### src/rtl/twbc_regs.svh
`ifndef TWBC_REGS_SVH
`define TWBC_REGS_SVH

// ==========================================================
// timing
`define TWBC_MCLK_PERIOD_NS 5
`define TWBC_WRITE_CYCLE_TIME_US 5000
`define TWBC_WRITE_CYCLE_TIME_CYC (`TWBC_WRITE_CYCLE_TIME_US * 1000 / `TWBC_MCLK_PERIOD_NS)

// ==========================================================
// word framing
`define TWBC_WORD_BITS 8
`define TWBC_LAST_BIT 3'h7
`define TWBC_RW_BIT 0
`define TWBC_MSB 7
`define TWBC_CNT_W 24

`endif

### src/rtl/twbc_pkg.sv
`include "twbc_regs.svh"

package twbc_pkg;

  // ==========================================================
  // protocol states
  typedef enum logic [2:0] {
    TWBC_IDLE,
    TWBC_RX,
    TWBC_ACK,
    TWBC_TX,
    TWBC_TXACK,
    TWBC_WAIT
  } twbc_state_t;

  // ==========================================================
  // synchroniser of one pin: three flops and the accepted level
  typedef struct packed {
    logic [2:0] sync;
    logic level;
  } twbc_pin_t;

  // ==========================================================
  // whole state of the bus-condition engine
  typedef struct packed {
    twbc_pin_t scl;
    twbc_pin_t sda;
    twbc_state_t st;
    logic [3:0] bit_cnt;
    logic [`TWBC_WORD_BITS-1:0] shreg;
    logic first;
    logic is_read;
    logic wrote;
    logic host_ack;
    logic sda_oe;
    logic push;
    logic tx_ready;
    logic standby;
    logic busy;
    logic [`TWBC_CNT_W-1:0] busy_cnt;
  } twbc_core_t;

endpackage

### src/rtl/twbc_top.sv
`include "twbc_regs.svh"

// ==========================================================
// receive buffer: registered flags, back-pressure on in_ready
module twbc_fifo #(
  parameter int WIDTH = 8,
  parameter int DEPTH = 4
) (
  // clock and reset
  input wire logic i_mclk,
  input wire logic i_rst_b,
  // filling side
  input wire logic i_in_valid,
  input wire logic [WIDTH-1:0] i_in_data,
  output logic o_in_ready,
  // draining side
  output logic o_out_valid,
  output logic [WIDTH-1:0] o_out_data,
  input wire logic i_out_ready
);
  localparam int PW = (DEPTH > 1) ? $clog2(DEPTH) : 1;
  localparam int CW = $clog2(DEPTH + 1);

  // whole state of the buffer; the storage array sits beside it
  typedef struct packed {
    logic [PW-1:0] wr_ptr;
    logic [PW-1:0] rd_ptr;
    logic [CW-1:0] count;
    logic valid;
    logic [WIDTH-1:0] head;
  } twbc_fifo_st_t;

  twbc_fifo_st_t s;
  twbc_fifo_st_t next_s;
  logic [WIDTH-1:0] mem [DEPTH];
  logic do_push;
  logic do_pop;

  // ready is true only while a slot is really free
  assign o_in_ready = (s.count != CW'(DEPTH));
  // both outputs leave flops, so the head word is fetched ahead
  assign o_out_valid = s.valid;
  assign o_out_data = s.head;
  assign do_push = i_in_valid && o_in_ready;
  assign do_pop = s.valid && i_out_ready;

  // pointer wrap written out so depth need not be a power of two
  function automatic logic [PW-1:0] twbc_inc(input logic [PW-1:0] p);
    twbc_inc = (p == PW'(DEPTH - 1)) ? '0 : p + PW'(1);
  endfunction

  // pointers, occupancy and head word; a word written into the head
  // slot in this cycle is passed on directly, the array is too late
  always_comb begin
    next_s = s;
    if (do_push) next_s.wr_ptr = twbc_inc(s.wr_ptr);
    if (do_pop) next_s.rd_ptr = twbc_inc(s.rd_ptr);
    if (do_push && !do_pop) next_s.count = s.count + CW'(1);
    else if (do_pop && !do_push) next_s.count = s.count - CW'(1);
    next_s.valid = (next_s.count != '0);
    if (do_push && next_s.rd_ptr == s.wr_ptr) next_s.head = i_in_data;
    else next_s.head = mem[next_s.rd_ptr];
  end

  // single state register of the buffer
  always_ff @(posedge i_mclk or negedge i_rst_b) begin
    if (!i_rst_b) begin
      s <= '0;
    end else begin
      s <= next_s;
    end
  end

  // storage has no reset; only written words are ever read
  always_ff @(posedge i_mclk) begin
    if (do_push) mem[s.wr_ptr] <= i_in_data;
  end
endmodule

// ==========================================================
// slave end of the two-wire bus, sequenced by the host's clock
module twbc_top
  import twbc_pkg::*;
#(
  parameter int WRITE_CYCLES = `TWBC_WRITE_CYCLE_TIME_CYC,
  parameter int FIFO_DEPTH = 4
) (
  // clock and reset
  input wire logic i_mclk,
  input wire logic i_rst_b,
  // bus pins
  input wire logic i_scl,
  input wire logic i_sda,
  output logic o_sda_out,
  output logic o_sda_oe,
  // received words
  output logic o_rx_valid,
  output logic [`TWBC_WORD_BITS-1:0] o_rx_data,
  input wire logic i_rx_ready,
  // words to send
  input wire logic i_tx_valid,
  input wire logic [`TWBC_WORD_BITS-1:0] i_tx_data,
  output logic o_tx_ready,
  // status
  output logic o_standby,
  output logic o_busy
);
  twbc_core_t r;
  twbc_core_t next_r;
  logic fifo_ready;
  logic scl_rise;
  logic scl_fall;
  logic sda_chg;
  logic start_seen;
  logic stop_seen;

  // a level counts once the second and third stages agree
  function automatic logic twbc_changed(input twbc_pin_t p);
    twbc_changed = (p.sync[1] == p.sync[2]) && (p.sync[2] != p.level);
  endfunction

  // edge and condition decode from the accepted levels
  always_comb begin
    scl_rise = twbc_changed(r.scl) && r.scl.sync[2];
    scl_fall = twbc_changed(r.scl) && !r.scl.sync[2];
    sda_chg = twbc_changed(r.sda);
    // data moving while clock is high and steady is never data
    start_seen = sda_chg && r.scl.level && !twbc_changed(r.scl) && !r.sda.sync[2];
    stop_seen = sda_chg && r.scl.level && !twbc_changed(r.scl) && r.sda.sync[2];
  end

  // next-state of the whole engine
  always_comb begin
    next_r = r;
    next_r.scl.sync = {r.scl.sync[1:0], i_scl};
    next_r.sda.sync = {r.sda.sync[1:0], i_sda};
    if (twbc_changed(r.scl)) next_r.scl.level = r.scl.sync[2];
    if (sda_chg) next_r.sda.level = r.sda.sync[2];
    next_r.push = 1'b0;
    next_r.tx_ready = 1'b0;

    // self-timed write runs off the system clock, not the bus
    if (r.busy) begin
      if (r.busy_cnt == '0) next_r.busy = 1'b0;
      else next_r.busy_cnt = r.busy_cnt - `TWBC_CNT_W'(1);
    end

    if (r.busy) begin
      // the bus is ignored while the array is written
      next_r.st = TWBC_IDLE;
      next_r.sda_oe = 1'b0;
    end else if (start_seen) begin
      // a start resets any half-done transfer
      next_r.st = TWBC_RX;
      next_r.bit_cnt = '0;
      next_r.first = 1'b1;
      next_r.is_read = 1'b0;
      next_r.wrote = 1'b0;
      next_r.standby = 1'b0;
      next_r.sda_oe = 1'b0;
    end else if (stop_seen) begin
      next_r.st = TWBC_IDLE;
      next_r.sda_oe = 1'b0;
      // the kind of transaction is spent, so a stray stop does nothing
      next_r.is_read = 1'b0;
      next_r.wrote = 1'b0;
      if (r.is_read) begin
        next_r.standby = 1'b1;
      end else if (r.wrote) begin
        next_r.busy = 1'b1;
        next_r.busy_cnt = `TWBC_CNT_W'(WRITE_CYCLES - 1);
      end
    end else begin
      case (r.st)
        TWBC_RX: begin
          if (scl_rise && r.bit_cnt != 4'(`TWBC_WORD_BITS)) begin
            next_r.shreg = {r.shreg[`TWBC_MSB-1:0], r.sda.level};
            next_r.bit_cnt = r.bit_cnt + 4'h1;
          end else if (scl_fall && r.bit_cnt == 4'(`TWBC_WORD_BITS)) begin
            // a full buffer leaves the ninth clock unanswered
            if (fifo_ready) begin
              next_r.push = 1'b1;
              next_r.sda_oe = 1'b1;
              next_r.st = TWBC_ACK;
              next_r.first = 1'b0;
              if (r.first) next_r.is_read = r.shreg[`TWBC_RW_BIT];
              else next_r.wrote = 1'b1;
            end else begin
              next_r.st = TWBC_WAIT;
            end
          end
        end
        TWBC_ACK: begin
          // release at the falling edge that ends the ninth clock
          if (scl_fall) begin
            next_r.sda_oe = 1'b0;
            next_r.bit_cnt = '0;
            next_r.st = TWBC_RX;
            if (r.is_read) begin
              if (i_tx_valid) begin
                next_r.shreg = i_tx_data;
                next_r.tx_ready = 1'b1;
                next_r.sda_oe = !i_tx_data[`TWBC_MSB];
                next_r.st = TWBC_TX;
              end else begin
                next_r.st = TWBC_WAIT;
              end
            end
          end
        end
        TWBC_TX: begin
          // outgoing bits change only on the falling edge
          if (scl_fall) begin
            if (r.bit_cnt[2:0] == `TWBC_LAST_BIT) begin
              next_r.sda_oe = 1'b0;
              next_r.st = TWBC_TXACK;
            end else begin
              next_r.shreg = {r.shreg[`TWBC_MSB-1:0], 1'b0};
              next_r.sda_oe = !r.shreg[`TWBC_MSB-1];
              next_r.bit_cnt = r.bit_cnt + 4'h1;
            end
          end
        end
        TWBC_TXACK: begin
          if (scl_rise) next_r.host_ack = !r.sda.level;
          if (scl_fall) begin
            next_r.bit_cnt = '0;
            if (r.host_ack && i_tx_valid) begin
              next_r.shreg = i_tx_data;
              next_r.tx_ready = 1'b1;
              next_r.sda_oe = !i_tx_data[`TWBC_MSB];
              next_r.st = TWBC_TX;
            end else begin
              next_r.st = TWBC_WAIT;
            end
          end
        end
        TWBC_IDLE, TWBC_WAIT: begin
          next_r.sda_oe = 1'b0;
        end
        default: begin
          next_r.st = TWBC_IDLE;
          next_r.sda_oe = 1'b0;
        end
      endcase
    end
  end

  // single state register; pins reset to the idle-high bus
  always_ff @(posedge i_mclk or negedge i_rst_b) begin
    if (!i_rst_b) begin
      r <= '0;
      r.scl <= '1;
      r.sda <= '1;
      r.st <= TWBC_IDLE;
    end else begin
      r <= next_r;
    end
  end

  // receive buffer between bus and user
  twbc_fifo #(
    .WIDTH(`TWBC_WORD_BITS),
    .DEPTH(FIFO_DEPTH)
  ) u_fifo (
    .i_mclk(i_mclk),
    .i_rst_b(i_rst_b),
    .i_in_valid(r.push),
    .i_in_data(r.shreg),
    .o_in_ready(fifo_ready),
    .o_out_valid(o_rx_valid),
    .o_out_data(o_rx_data),
    .i_out_ready(i_rx_ready)
  );

  // pin only ever pulls low; the pull-up gives the high level
  assign o_sda_out = 1'b0;
  assign o_sda_oe = r.sda_oe;
  assign o_tx_ready = r.tx_ready;
  assign o_standby = r.standby;
  assign o_busy = r.busy;
endmodule

### config.mk
export PLATFORM = sky130hd
export DESIGN_NAME = twbc_top
export DESIGN_NICKNAME = d
export VERILOG_FILES = /design/src/rtl/twbc_pkg.sv /design/src/rtl/twbc_top.sv
export VERILOG_INCLUDE_DIRS = /design/src /design/src/rtl
export SDC_FILE = /design/constraint.sdc
export NUM_CORES = 1
export LEC_CHECK = 0
export ABC_AREA = 1
export ABC_CLOCK_PERIOD_IN_PS = 2900
export BUFFER_PORTS_ARGS = -buffer_cell sky130_fd_sc_hd__buf_2
export CORE_MARGIN = 2
export CORE_UTILIZATION = 25
export CTS_BUF_LIST = sky130_fd_sc_hd__clkbuf_8 sky130_fd_sc_hd__clkbuf_16
export CTS_CLUSTER_SIZE = 14
export DETAILED_ROUTE_END_ITERATION = 8
export SLEW_MARGIN = 0
export SYNTH_ARGS = -nofsm -noshare
export SYNTH_HDL_FRONTEND = slang
export SYNTH_SLANG_ARGS = --single-unit
### constraint.sdc
create_clock -name i_mclk -period 2.9 [get_ports i_mclk]
set_clock_uncertainty 0.1 [all_clocks]
set_input_delay 0.145 -clock i_mclk [delete_from_list [all_inputs] [get_ports i_mclk]]
set_output_delay 0.145 -clock i_mclk [all_outputs]
set_load 0.005 [all_outputs]
==> impl_metrics.yaml <==
status:
  status: "completed"
clock_tree:
  post_cts.repair.setup_buffers: 0
  worstSkewPairLatency_ns: 0.36
  postCtsResizedCells: 0
  total_clock_sinks: 104
  cts.root.buffer_cell: "sky130_fd_sc_hd__clkbuf_16"
  clock_tree.buffer_depth: 2
  clock_tree_from_tritoncts: "yes"
  numCtsBuffers: 9
  hold_buffers: 3
  worst_setup_hold_path_clk_slew_ns: 0.07
  cts.htree.levels: 3
power_and_ir_drop:
  power.density_nw_per_um2: 723
  leakagePower_nw: 2.72
  vdd_ir_drop_max_mv: 0.297
synth:
  post_synth_instance_area_um2: 5280
  number_of_enable_flip_flop_cells_after_synthesis: 32
  synth_seq_cells: 104
  yosys.cell_types.count: 42
  synth_area_per_cell_um2: 8.82
  synth_top_cell_area_share: 0.303
  dominantRegCellSynth: "sky130_fd_sc_hd__dfrtp_1"
  postSynthNetCount: 625
  netlist_instances: 599
  ys.warnings.count: 0
  synth_async_sr_flop_share: 0.692
  ys_top_cells_by_area: "sky130_fd_sc_hd__dfrtp_1, sky130_fd_sc_hd__edfxtp_1, sky130_fd_sc_hd__nand2_1, sky130_fd_sc_hd__o21ai_0, sky130_fd_sc_hd__inv_1"
  netlist.top_cell.by_area: "sky130_fd_sc_hd__dfrtp_1"
  ys_seq_area_frac: 0.525
floorplanning:
  die_height_um: 149
  initial_core_util: 0.253
  die_width_um: 149
  floorplan.rows: 53
  top_level_ports: 28
  floorplan.die_area_um2: 22300
  core-area_um2: 20900
critical_path:
  setup.worst_path.start_class: "flop"
  timing.reg2reg.worst_path_depth: 7
  criticalPathCategory: "reg2reg"
  setup.reg_to_reg.worst_slack_ns: 0.68
  timing.rr.end: "u_fifo.o_out_data[5]"
  crit_arrival_ns: 2.34
  worst_ep_required_time_ns: 3.02
  r2r_start: "u_fifo.s[12]"
  worst_setup_path_end_kind: "flop"
  critical_path_peak_fanout: 16
global_routing:
  global_route.usage.total: 0.107
  grt_start_max_net_pins: 73
  grt_first_pass_wirelength_um: 18600
  number_of_global_route_vias_before_repair: 3824
  globalRouteOverflowTotal: 0
  antenna_violations_before_repair: 0
worst_hold_path:
  hold_depth: 4
  hold_end: "o_sda_oe"
  hp-start: "i_tx_data[7]"
  worstHoldPathType: "in2reg"
timing:
  maxClockFrequency_mhz: 451
  relSlewSlack: 0.373
  fin_setup_tns_ns: 0
  hold_viol: 0
  min_period_over_period: 0.765
  max_slew_violations: 0
  period_minus_slack_ns: 2.22
  hold-worst-slack_ns: 0.0511
  grt_setup_unrepaired: "no"
  worst_slew_pin_slew_ns: 0.941
  setup-violations-final: 0
run:
  max_cap_violations: 0
detailed_routing:
  avgViaCountPerCell: 4.45
  first_pass_iters: 5
  route.detailed.wl_per_inst_um: 12.5
  detail_route.iter0.violations: 226
  postRouteAntennaNets: 0
  postRouteWirelength_um: 11300
  routed-via-count: 4015
  post-route-drc-count: 0
final_layout:
  layout.cells.non_filler: 903
  final_net_count: 649
  mostFrequentLayoutCell: "sky130_fd_sc_hd__nand2_1"
  layout-drive-gt1-share: 0.154
  leading_cell_types_in_the_layout_fill_and_taps_excluded: "sky130_fd_sc_hd__nand2_1, sky130_fd_sc_hd__dfrtp_1, sky130_fd_sc_hd__inv_1"
  area_growth_pct: 13.3
  antenna-diode-count: 0
placed_design:
  port_buffers: 26
  gp_congestion: 0.846
  placed_cells: 884
  post-dp-hpwl_um: 8130
==> synth_stat cells (6+ instances only) <==
library cell               count
sky130_fd_sc_hd__nand2_1     129
sky130_fd_sc_hd__dfrtp_1      64
sky130_fd_sc_hd__inv_1        62
sky130_fd_sc_hd__nor2_1       53
sky130_fd_sc_hd__o21ai_0      48
sky130_fd_sc_hd__nand3_1      46
sky130_fd_sc_hd__edfxtp_1     32
sky130_fd_sc_hd__a21oi_1      23
sky130_fd_sc_hd__nand2_2      13
sky130_fd_sc_hd__o21ai_1      13
sky130_fd_sc_hd__ha_1         12
sky130_fd_sc_hd__buf_4        10
sky130_fd_sc_hd__inv_2         9
sky130_fd_sc_hd__o211ai_1      9
sky130_fd_sc_hd__buf_2         8
sky130_fd_sc_hd__dfstp_2       8
sky130_fd_sc_hd__nand4_1       7
sky130_fd_sc_hd__nor2_2        6
sky130_fd_sc_hd__nor3_1        6
==> how the worst max path moves through the flow <==
stage,startpoint,endpoint,slack [ns],cells past startpoint
floorplan,u_fifo.s[9],u_fifo.o_out_data[6],1.18,9
global placement,u_fifo.o_out_valid,u_fifo.o_out_data[5],0.66,8
detailed placement,u_fifo.o_out_valid,u_fifo.o_out_data[5],0.65,7
CTS,u_fifo.o_out_valid,u_fifo.o_out_data[5],0.63,7
global route,u_fifo.o_out_valid,u_fifo.o_out_data[0],0.51,8
finish,u_fifo.s[12],u_fifo.o_out_data[5],0.68,7
==> metrics by stage <==
step	total power [mW]	worst slack (ns)	area, µm²	utilization
after global routing	4.63	0.515	5990	0.287
final	4.33	0.681	5990	0.287
after CTS	4.39	0.634	5990	0.287
after floorplan	2.83	1.18	5280	-
after detailed placement	3.12	0.654	5660	0.271
after global placement	3.10	0.662	5660	0.271
==> routing by layer <==
| metal | share of wire | GRT usage | routed length [µm] |
|---|---|---|---|
| met1 | 0.45 | 0.133 | 5070 |
| met4 | 0.014 | 0.0314 | 157 |
| met5 | 0 | 0 | 0 |
| met3 | 0.053 | 0.0275 | 596 |
| met2 | 0.48 | 0.181 | 5460 |
==> critical path, cell delays in order (launching register included) <==
cell and delay, ns:
sky130_fd_sc_hd__dfrtp_1 0.42, sky130_fd_sc_hd__ha_1 0.30, sky130_fd_sc_hd__nand2_1 0.08, sky130_fd_sc_hd__nand2_1 0.26, sky130_fd_sc_hd__xor2_1 0.25, sky130_fd_sc_hd__nand4_2 0.37, sky130_fd_sc_hd__nand2_1 0.19, sky130_fd_sc_hd__o21ai_1 0.10
==> flip-flops by register name, summed over array words and instances, names as in the netlist <==
| signal | flops |
|---|---|
| u_fifo.o_out_valid | 1 |
| u_fifo.s | 7 |
| next_r | 4 |
| o_sda_oe | 1 |
| o_busy | 1 |
| o_tx_ready | 1 |
| o_standby | 1 |
| u_fifo.o_out_data | 8 |
| r | 48 |
| u_fifo.mem | 32 |
==> kinds of logic after synthesis <==
kind of cell / count (synthesis) / synth area share
simple gates: 287 / 0.260
compound gates: 100 / 0.103
xor+xnor: 5 / 0.00829
fa+ha+maj: 12 / 0.0284
other cells: 1 / 0.000710
buf+inv: 90 / 0.0744
flops: 104 / 0.525
==> cell type report <==
class	count	area, µm²
multi-input combinational	405	2120
sequential	104	2770
inverter	71	267
clock inverter	7	76.3
fill	2220	14900
tap	275	344
clock buffer	9	225
timing repair buffer	32	185
==> power breakdown <==
part	switching (mW)	internal, mW	leakage [nW]	total (mW)
Sequential	0.146	1.75	1.26	1.90
Combinational	0.790	0.400	1.31	1.19
Clock	0.563	0.679	0.150	1.24
Note: power is estimated with default switching activity, not from simulation.
